===== src/verilog/pt_defines.svh =====
// Operation
// Software gate mode counts each clock while running, holds while stopped.
// Count equal to period wraps to zero next clock, then keeps counting.
// Gate modes halt counting while the external input is high or low.
// Gating halts stretch the PWM period and, if high, its high time.
// Edge limit modes reset the counter early on the selected input edge.
// After an early reset the next PWM pulse starts two clocks later.
// Level limit modes hold the counter reset at the selected input level.
// Level limit modes ignore the external input while the run bit is clear.
// Level reset comes at period match or two clocks into an active level.
// Counting and PWM high restart after match or two clocks after release.
// Level modes raise PWM when counting starts, lower it at compare.
// PWM high during a level reset stays high until compare after release.
// Software one-shot: period match resets counter and clears the run bit.
// Software must set the run bit again for each further one-shot cycle.
// Software one-shot: stopping and restarting mid-cycle pauses, then resumes.
// Software one-shot PWM starts with run bit, ends at compare, stretches.
// Edge one-shot starts on the chosen edge once running; match clears run.
// Edge one-shot halted by software needs a fresh edge to resume.
// Edge one-shot PWM rises on starting edge, falls at compare, stays low.
// Run bit and external input are synchronised with two or more clocks.
// Clearing the run bit returns the sequencing state to its reset state.
// One-shot end: clock after match clears run bit, stops counter at zero.
// Reserved mode codes keep the counter idle and the PWM inactive.
`ifndef PT_DEFINES_SVH
`define PT_DEFINES_SVH

// Register indices on the plain register port.
`define PT_ADDR_CTRL    2'h0
`define PT_ADDR_PERIOD  2'h1
`define PT_ADDR_CMP     2'h2
`define PT_ADDR_COUNT   2'h3

// Control register layout.
`define PT_CTRL_ON      7
`define PT_MODE_MSB     4
`define PT_MODE_LSB     0

// Mode codes.
`define PT_M_SWGATE     5'h00
`define PT_M_GATE_HI    5'h01
`define PT_M_GATE_LO    5'h02
`define PT_M_EDGE_ANY   5'h03
`define PT_M_EDGE_RISE  5'h04
`define PT_M_EDGE_FALL  5'h05
`define PT_M_LVL_LOW    5'h06
`define PT_M_LVL_HIGH   5'h07
`define PT_M_OS_SW      5'h08
`define PT_M_OS_RISE    5'h09
`define PT_M_OS_FALL    5'h0A
`define PT_M_OS_ANY     5'h0B

// Timing counts in timer clocks.
`define PT_RESTART_DLY  2'h2
`define PT_LEVEL_DLY    2'h2

// Synchroniser lanes.
`define PT_SYNC_EXT     0
`define PT_SYNC_ON      1

// Zero and one constants.
`define PT_ZERO8        8'h00
`define PT_ZERO2        2'h0
`define PT_ONE2         2'h1

`endif


===== src/verilog/pt_pkg.sv =====
`default_nettype none

package pt_pkg;

  // Behaviour class of a mode code.
  typedef enum logic [2:0] {
    PT_K_RSVD,
    PT_K_FREE,
    PT_K_GATE,
    PT_K_EDGE,
    PT_K_LEVEL,
    PT_K_OS,
    PT_K_EOS
  } pt_kind_t;

  // Whole state of the timer core.
  typedef struct packed {
    logic       on;
    logic [4:0] mode;
    logic [7:0] per;
    logic [7:0] cmp;
    logic [7:0] cnt;
    logic       pwm;
    logic       armed;
    logic       done;
    logic [1:0] dly;
    logic [1:0] act;
    logic       on_prev;
    logic [7:0] rdata;
  } pt_state_t;

endpackage

`default_nettype wire


===== src/verilog/pt_sync_if.sv =====
`timescale 1ns/1ps
`default_nettype none

interface pt_sync_if #(
  parameter int W = 2
);
  logic [W-1:0] raw;
  logic [W-1:0] lvl;
  logic [W-1:0] rise;
  logic [W-1:0] fall;

  modport sync_side (input raw, output lvl, output rise, output fall);
  modport user_side (output raw, input lvl, input rise, input fall);
endinterface

`default_nettype wire


===== src/verilog/pt_timer.sv =====
`timescale 1ns/1ps
`default_nettype none
`include "pt_defines.svh"

module pt_timer
  import pt_pkg::*;
(
  input  wire logic       mclk,
  input  wire logic       rst,
  input  wire logic       ext_reset_input,
  input  wire logic [1:0] reg_addr,
  input  wire logic [7:0] reg_wdata,
  input  wire logic       reg_wr,
  input  wire logic       reg_rd,
  output var  logic [7:0] reg_rdata,
  output var  logic       pwm_out
);

  pt_state_t q;
  pt_state_t n;

  pt_kind_t  kind;
  logic      on_s;
  logic      ext;
  logic      hit;
  logic      on_rise;
  logic      adv;
  logic      clr;
  logic      start;
  logic      match;
  logic      active;
  logic      gate_ok;

  pt_sync_if #(.W(2)) sif ();

  // Classify a mode code; anything not listed behaves as reserved.
  function automatic pt_kind_t kind_of(input logic [4:0] m);
    pt_kind_t k;
    k = PT_K_RSVD;
    case (m)
      `PT_M_SWGATE:    k = PT_K_FREE;
      `PT_M_GATE_HI:   k = PT_K_GATE;
      `PT_M_GATE_LO:   k = PT_K_GATE;
      `PT_M_EDGE_ANY:  k = PT_K_EDGE;
      `PT_M_EDGE_RISE: k = PT_K_EDGE;
      `PT_M_EDGE_FALL: k = PT_K_EDGE;
      `PT_M_LVL_LOW:   k = PT_K_LEVEL;
      `PT_M_LVL_HIGH:  k = PT_K_LEVEL;
      `PT_M_OS_SW:     k = PT_K_OS;
      `PT_M_OS_RISE:   k = PT_K_EOS;
      `PT_M_OS_FALL:   k = PT_K_EOS;
      `PT_M_OS_ANY:    k = PT_K_EOS;
      default:         k = PT_K_RSVD;
    endcase
    return k;
  endfunction

  // Select the external edge that acts in the current mode.
  function automatic logic edge_hit(input logic [4:0] m,
                                    input logic       r,
                                    input logic       f);
    logic h;
    h = 1'b0;
    case (m)
      `PT_M_EDGE_ANY:  h = r | f;
      `PT_M_OS_ANY:    h = r | f;
      `PT_M_EDGE_RISE: h = r;
      `PT_M_OS_RISE:   h = r;
      `PT_M_EDGE_FALL: h = f;
      `PT_M_OS_FALL:   h = f;
      default:         h = 1'b0;
    endcase
    return h;
  endfunction

  // Both the external input and the run bit go through the synchroniser,
  // so the timer sees the run bit some clocks after software writes it.
  assign sif.raw[`PT_SYNC_EXT] = ext_reset_input;
  assign sif.raw[`PT_SYNC_ON]  = q.on;

  pt_sync #(
    .W (2)
  ) u_sync (
    .mclk (mclk),
    .rst  (rst),
    .sif  (sif)
  );

  // Next-state logic: mode sequencing, counter, PWM and register port.
  always_comb begin
    n       = q;
    kind    = kind_of(q.mode);
    on_s    = sif.lvl[`PT_SYNC_ON];
    ext     = sif.lvl[`PT_SYNC_EXT];
    hit     = edge_hit(q.mode, sif.rise[`PT_SYNC_EXT],
                       sif.fall[`PT_SYNC_EXT]);
    on_rise = on_s & ~q.on_prev;
    adv     = 1'b0;
    clr     = 1'b0;
    start   = 1'b0;
    active  = 1'b0;
    gate_ok = 1'b1;
    n.on_prev = on_s;

    // A stopped timer drops its arming, delays and one-shot latch.
    if (!on_s) begin
      n.armed = 1'b0;
      n.dly   = `PT_ZERO2;
      n.act   = `PT_ZERO2;
      n.done  = 1'b0;
    end

    unique case (kind)
      PT_K_FREE, PT_K_GATE: begin
        if (kind == PT_K_GATE) begin
          gate_ok = (q.mode == `PT_M_GATE_HI) ? ~ext : ext;
        end
        adv   = on_s & gate_ok;
        start = on_rise;
      end
      PT_K_EDGE: begin
        if (on_s) begin
          if (hit) begin
            clr   = 1'b1;
            n.dly = `PT_RESTART_DLY;
          end else if (q.dly != `PT_ZERO2) begin
            n.dly = q.dly - `PT_ONE2;
            start = (q.dly == `PT_ONE2);
          end else begin
            adv = 1'b1;
          end
          if (on_rise) begin
            start = 1'b1;
          end
        end
      end
      PT_K_LEVEL: begin
        // Only a running timer looks at the level at all.
        if (on_s) begin
          active = (q.mode == `PT_M_LVL_LOW) ? ~ext : ext;
          if (active && q.act == `PT_LEVEL_DLY) begin
            clr   = 1'b1;
            n.dly = `PT_RESTART_DLY;
          end else if (active) begin
            n.act = q.act + `PT_ONE2;
            adv   = (q.dly == `PT_ZERO2);
          end else if (q.dly != `PT_ZERO2) begin
            n.act = `PT_ZERO2;
            n.dly = q.dly - `PT_ONE2;
            start = (q.dly == `PT_ONE2);
          end else begin
            n.act = `PT_ZERO2;
            adv   = 1'b1;
          end
          if (on_rise && !active) begin
            start = 1'b1;
          end
        end
      end
      PT_K_OS: begin
        // A pause keeps the count; only a fresh cycle from zero
        // raises the drive again.
        adv   = on_s & ~q.done;
        start = on_rise & ~q.done & (q.cnt == `PT_ZERO8);
      end
      PT_K_EOS: begin
        if (on_s && !q.done) begin
          if (!q.armed) begin
            if (hit) begin
              n.armed = 1'b1;
              start   = 1'b1;
            end
          end else begin
            adv = 1'b1;
          end
        end
      end
      PT_K_RSVD: begin
        adv = 1'b0;
      end
    endcase

    // Counter: early reset first, then period match, then increment.
    match = adv & (q.cnt == q.per);
    if (clr) begin
      n.cnt = `PT_ZERO8;
    end else if (match) begin
      n.cnt = `PT_ZERO8;
      if (kind == PT_K_OS || kind == PT_K_EOS) begin
        n.on    = 1'b0;
        n.done  = 1'b1;
        n.armed = 1'b0;
      end else begin
        start = 1'b1;
      end
    end else if (adv) begin
      n.cnt = q.cnt + 8'h01;
    end

    // PWM drive: a start raises it, compare lowers it; halts leave it be,
    // which is what stretches the period and the high time.
    if (kind == PT_K_RSVD) begin
      n.pwm = 1'b0;
    end else if (start) begin
      n.pwm = 1'b1;
    end else if (q.cnt == q.cmp) begin
      n.pwm = 1'b0;
    end

    // Register reads answer one cycle later; reserved bits read zero.
    n.rdata = `PT_ZERO8;
    if (reg_rd) begin
      unique case (reg_addr)
        `PT_ADDR_CTRL: begin
          n.rdata[`PT_CTRL_ON] = q.on;
          n.rdata[`PT_MODE_MSB:`PT_MODE_LSB] = q.mode;
        end
        `PT_ADDR_PERIOD: n.rdata = q.per;
        `PT_ADDR_CMP:    n.rdata = q.cmp;
        `PT_ADDR_COUNT:  n.rdata = q.cnt;
      endcase
    end

    // Software writes come last so they win over the hardware clear.
    if (reg_wr) begin
      unique case (reg_addr)
        `PT_ADDR_CTRL: begin
          n.on   = reg_wdata[`PT_CTRL_ON];
          n.mode = reg_wdata[`PT_MODE_MSB:`PT_MODE_LSB];
        end
        `PT_ADDR_PERIOD: n.per = reg_wdata;
        `PT_ADDR_CMP:    n.cmp = reg_wdata;
        `PT_ADDR_COUNT:  n.cnt = reg_wdata;
      endcase
    end
  end

  // Single register for the whole state.
  always_ff @(posedge mclk or posedge rst) begin
    if (rst) begin
      q <= '0;
    end else begin
      q <= n;
    end
  end

  assign reg_rdata = q.rdata;
  assign pwm_out   = q.pwm;
endmodule // pt_timer

`default_nettype wire


===== src/verilog/pt_sync.sv =====
`timescale 1ns/1ps
`default_nettype none

module pt_sync
  import pt_pkg::*;
#(
  parameter int W = 2
) (
  input wire logic mclk,
  input wire logic rst,
  pt_sync_if.sync_side sif
);

  typedef struct packed {
    logic [W-1:0] s1;
    logic [W-1:0] s2;
    logic [W-1:0] s3;
    logic [W-1:0] lvl;
    logic [W-1:0] rise;
    logic [W-1:0] fall;
  } pt_sync_st_t;

  pt_sync_st_t q;
  pt_sync_st_t n;

  // Three stages per lane; a change is taken once stages two and three
  // agree, so a single metastable sample never produces a false edge.
  always_comb begin
    n = q;
    for (int i = 0; i < W; i++) begin
      n.s1[i] = sif.raw[i];
      n.s2[i] = q.s1[i];
      n.s3[i] = q.s2[i];
      if (q.s2[i] == q.s3[i]) begin
        n.lvl[i] = q.s3[i];
      end
      n.rise[i] = n.lvl[i] & ~q.lvl[i];
      n.fall[i] = ~n.lvl[i] & q.lvl[i];
    end
  end

  // Single register for the whole state.
  always_ff @(posedge mclk or posedge rst) begin
    if (rst) begin
      q <= '0;
    end else begin
      q <= n;
    end
  end

  // Outputs come straight from the registered state.
  assign sif.lvl  = q.lvl;
  assign sif.rise = q.rise;
  assign sif.fall = q.fall;

endmodule // pt_sync

`default_nettype wire


===== config.mk =====
export PLATFORM = sky130hd
export DESIGN_NAME = pt_timer
export DESIGN_NICKNAME = d
export VERILOG_FILES = /design/src/verilog/pt_pkg.sv /design/src/verilog/pt_sync_if.sv /design/src/verilog/pt_timer.sv /design/src/verilog/pt_sync.sv
export VERILOG_INCLUDE_DIRS = /design/src /design/src/verilog
export SDC_FILE = /design/constraint.sdc
export NUM_CORES = 1
export LEC_CHECK = 0
export ABC_CLOCK_PERIOD_IN_PS = 2500
export BUFFER_PORTS_ARGS = -buffer_cell sky130_fd_sc_hd__buf_4
export CAP_MARGIN = 15
export CORE_MARGIN = 4
export CORE_UTILIZATION = 40
export DETAILED_ROUTE_END_ITERATION = 7
export SETUP_SLACK_MARGIN = 0.05
export SYNTH_ARGS = -nofsm -noshare
export SYNTH_HDL_FRONTEND = slang
export SYNTH_SLANG_ARGS = --single-unit

===== constraint.sdc =====
create_clock -name mclk -period 2.5 [get_ports mclk]
set_clock_uncertainty 0.2 [all_clocks]
set_input_delay 0.25 -clock mclk [delete_from_list [all_inputs] [get_ports mclk]]
set_output_delay 0.25 -clock mclk [all_outputs]
set_load 0.1 [all_outputs]

# Word-level counts from Yosys, hierarchy flattened

Memory sizes are Yosys's and may differ from the RTL's.
Cells that the tools add are included.

Register bits after elaboration: 56
Bits in read-only memories: 48
Input bits: 15
Output and inout bits: 9
Logic and storage cells: 149
Memories kept: 1

$add $sub $neg: 3
Equal/unequal tests: 23
Muxes and demuxes: 72
Bitwise logic cells: 13
Reductions and logical operators: 19

Memories:

| name             | depth | bits a word | read ports | clocked after Yosys merged registers in | wr ports | line           | source |
|---|---|---|---|---|---|---|---|
| (name not given) | 16    | 3           | 1          | 0                                       | 0        | pt_timer.sv:40 | `case (m)` |

Operators with widths:

| operator                                      | number |
|---|---|
| two-way mux 8 bit                             | 7 |
| two-way mux 1 bit                             | 41 |
| two-way mux 30 bit                            | 1 |
| two-way mux 2 bit                             | 11 |
| case mux 5 bit (4 select lines)               | 1 |
| == test 8 bit                                 | 2 |
| == test 5 x 3 -> 1 bit, second input constant | 3 |
| == test 5 x 4 -> 1 bit, second input constant | 3 |
| two-way mux 6 bit                             | 2 |
| == test 3 bit, second input constant          | 3 |
| adder 8 x 1 -> 8 bit, second input constant   | 1 |
| bitwise AND 1 bit                             | 8 |
| zero test 8 bit                               | 1 |
| OR reduction 2 bit                            | 4 |
| == test 2 bit, second input constant          | 3 |
| == test 3 x 2 -> 1 bit, second input constant | 2 |
| case mux 1 bit (6 select lines)               | 1 |
| case mux 2 bit (3 select lines)               | 1 |
| AND reduction 2 bit                           | 3 |
| == test 5 x 1 -> 1 bit, second input constant | 1 |
| == test 5 x 2 -> 1 bit, second input constant | 1 |
| case mux 1 bit (5 select lines)               | 1 |
| == test 2 x 1 -> 1 bit, second input constant | 2 |
| zero test 2 bit                               | 2 |
| other kinds (18)                              | 25 |

# Longest topological paths before layout

Depth after elaboration: 12
Mapped depth: 11
Depth with buffers taken out: 9

# Modules after synthesis

Synthesis repeated with hierarchy kept, for this count alone.

Cell total of the unflattened synthesis: 326
Area total of the unflattened synthesis: 3522.1 um^2

By module, submodules not included:

| module   | instances | cells each | area an instance (um^2) | sequential area each (um^2) |
|---|---|---|---|---|
| pt_timer | 1         | 301        | 3115.5                  | 1151.1 |
| pt_sync  | 1         | 25         | 406.6                   | 300.3 |

# Worst setup path after synthesis

OpenSTA, ideal clock, no wires.

Kind: reg-to-reg
Start: reg q[41] (netlist bit)
End: reg q[18] (netlist bit)
Setup time: 0.135 ns
Arrival time: 2.320 ns
Data required time: 2.165 ns
Path slack: -0.155 ns
Cell stages (with the launch flop): 12
Path buffers: 2
Period minus slack after synthesis: 2.655 ns
Cell sequence: dfrtp_1 -> inv_1 -> ha_1 -> buf_2 -> nand4bb_1 -> a21o_1 -> buf_6 -> a21o_1 -> a2111oi_4 -> nor2_1 -> o211ai_1 -> o211ai_1

RTL lines:

| element                | line            | source |
|---|---|---|
| from (decl)            | pt_timer.sv:19  | `pt_state_t q;` |
| from (signal assigned) | pt_timer.sv:243 | `q <= n;` |

==> results.yml <==
sta:
  period_share_pct: 101
  min_period_ns: 2.53
  worstMarginPinSlew_ns: 0.617
  setup_ws_ns: -0.0315
  fin_hold_ws_ns: 0.159
  hold_viol: 0
  setup_violations: 2
  slew_violations: 0
  relSlewSlack_pct: 58.8
  fmax_mhz: 395
  rsz0062_at_grt: "yes"
worst_setup_path:
  critPathMaxFanout: 8
  cp.required_ns: 2.54
  end_kind: "flop"
  reg2reg_to: "q[20]"
  rr_worst_depth: 10
  reg2reg_from: "q[41]"
  crit_path_start_kind: "flop"
  r2r_slack_ns: -0.03
  crit_type: "reg -> reg"
  worstPathArrival_ns: 2.57
yosys:
  yosys_warnings: 0
  synthArstFlopShare_pct: 100
  yosysMostFrequentCell: "dfrtp_1"
  synth_area_leaders: "dfrtp_1 (44%), mux2_2 (7.4%), xor2_1 (6.1%)"
  ys_seq_area_share_pct: 44.0
  yosys.area.top_type: "dfrtp_1"
  ys_seq_elements: 56
  syn_inst: 298
  synth_top_area_share_pct: 44.0
  avgSynthCellArea_sq_um: 10.7
  synth.cell_area_sq_um: 3180
  synth-main-ff-cell: "dfrtp_1"
  ys_types: 50
  synth_edf_count: 0
  synth_commonest_cells: "dfrtp_1 (56), nand2_1 (22), xor2_1 (22)"
  syn_nets: 321
detailed_routing:
  routed_wl_mm: 7.29
  avgRoutedWirePerCell_um: 16.1
  first_iter_violations: 99
  vias_per_cell: 5.31
  ant_nets: 0
  drcViolationCount: 0
  drtPass1Iterations: 4
  via_count: 2404
placement:
  place_area_sq_um: 3590
  portBuffers: 23
  dpl_worst_slack_ns: -0.0374
  hpwl_mm: 5.43
  gp_congestion: 0.886
grt:
  grt_use_met1_pct: 23.9
  gr-max-usage-layer: "met2"
  grt_overflow: 0
  grt_pass1_wl_mm: 12.6
  grt_max_degree: 30
  grt.total_usage_pct: 16.2
  use_met2_pct: 24.8
  grt_pass1_vias: 2432
  grtUsageMet3_pct: 2.23
  antenna_found_initial: 0
clock_network:
  htree_num_levels: 2
  clockRootBuffer: "clkbuf_8"
  clock-sinks: 56
  ctsLongestPathBuffers: 2
  cts-buffers-inserted: 5
  cts_tree: "built"
  clock_latency_ns: 0.32
  clk_pin_slew_ns: 0.10
worst_hold_path:
  hold_class: "reg -> reg"
  holdPathStages: 0
  min_from: "u_sync.n[8]"
  min_to: "u_sync.n[6]"
power_and_ir_drop:
  peakVddDrop_mv: 0.257
  p_per_area_nw_per_um2: 742
  total_power_w: 0.00290
  leakagePower_nw: 1.69
finish:
  multi_input_area_sq_um: 1690
  drive_above_1_share_pct: 31.3
  stdcell_area_sq_um: 3910
  utilization_pct: 50.6
  regArea_sq_um: 1400
  area_delta_synth_final_pct: 22.8
  diodes: 0
  nets: 373
  num-fill-cells: 705
floorplan:
  start_util_pct: 41.2
  row_count: 32
  core_area_sq_um: 7730
  io_pins: 24
  die_y_um: 97.2
  die_area_sq_um: 9450
  die_w_um: 97.2
outcome:
  status: "finished, violations left"
  violations: "setup timing"
flow_run:
  drv_cap: 0
==> what timing repair did <==
action                                 4_1_cts  5_1_grt
hold buffers                                11        0
setup buffers                                4        4
gates resized for setup                      8        7
setup endpoints to repair                   12       12
pin swaps                                    4       14
endpoints found under the hold margin       63        0
==> worst max-delay path, cell delays in order, from the launching register on <==
cell	delay, ns
dfrtp_1	0.42
inv_2	0.14
ha_4	0.23
nor3_2	0.11
a21o_1	0.14
nand4_1	0.18
a2111oi_4	0.42
buf_6	0.20
o2111ai_2	0.14
xor2_1	0.18
o21ai_1	0.12
==> final cells by class <==
cell class	count	share of cell area, %
repair buffers	69	14.5
multi-input cells	209	43.2
inverters	9	0.865
clock buffers	5	1.76
well taps	102	3.27
flip-flops and latches	56	35.9
clock inverters	3	0.544
==> flip-flops by register name, indices dropped and copies added, names as in the netlist <==
register / flops
u_sync.q: 2
u_sync.sif.lvl: 2
reg_rdata: 8
q: 37
pwm_out: 1
u_sync.n: 4
u_sync.sif.fall: 1
u_sync.sif.rise: 1
==> kinds of logic (layout without fill, tap and decap cells) <==
group,Yosys count,count (layout),share of synthesized area (%)
compound gates,65,65,13.6
xor+xnor,23,23,6.33
fa+ha+maj,9,9,3.46
buf+inv,33,86,5.43
flops,56,56,44.0
mux,28,28,12.0
simple gates,84,84,15.1
==> report_power, final <==
part           switching (W)  internal [W]  leakage (nW)  total (W)
logic               0.000665      0.000535         0.942    0.00120
registers           0.000138       0.00106         0.700    0.00120
clock network       0.000305      0.000200        0.0445   0.000505
==> worst max path at each step <==
stage / start / end / slack (ns) / cells past startpoint
6_report: q[41] / q[20] / -0.03 / 10
5_1_grt: q[40] / q[20] / -0.17 / 10
4_1_cts: q[40] / q[22] / 0.05 / 10
3_3_place_gp: q[41] / q[22] / -0.006 / 10
2_1_floorplan: q[41] / q[19] / -0.08 / 11
3_5_place_dp: q[40] / q[19] / -0.04 / 10
==> cells in the final DEF, fill, tap and decap left out, types with 5 or more instances in the layout <==
master         instances
dfrtp_1               56
buf_4                 55
xor2_1                22
nand2_1               21
mux2_2                21
o21ai_0               12
o21ai_1               11
dlygate4sd3_1         11
a21oi_1               10
and2_1                 9
nor2_1                 8
inv_1                  6
o211ai_1               6
mux4_2                 6
nand3b_1               5
a21o_1                 5
nand2b_1               5
a22oi_1                5
nor4_1                 5
clkbuf_8               5
==> layer usage <==
layer,wire length [um],vias to the layer above
met4,144,0
met2,3350,41
li1,-,1165
met5,0,-
met1,3590,1188
met3,202,10
==> metrics by stage <==
step	cells	TNS, ns
floorplan	298	-0.589
global placement	427	-0.00824
detailed placement	427	-0.198
CTS	450	0
global route	453	-1.11
finish	453	-0.0401
(Power assumes the default switching activity.)
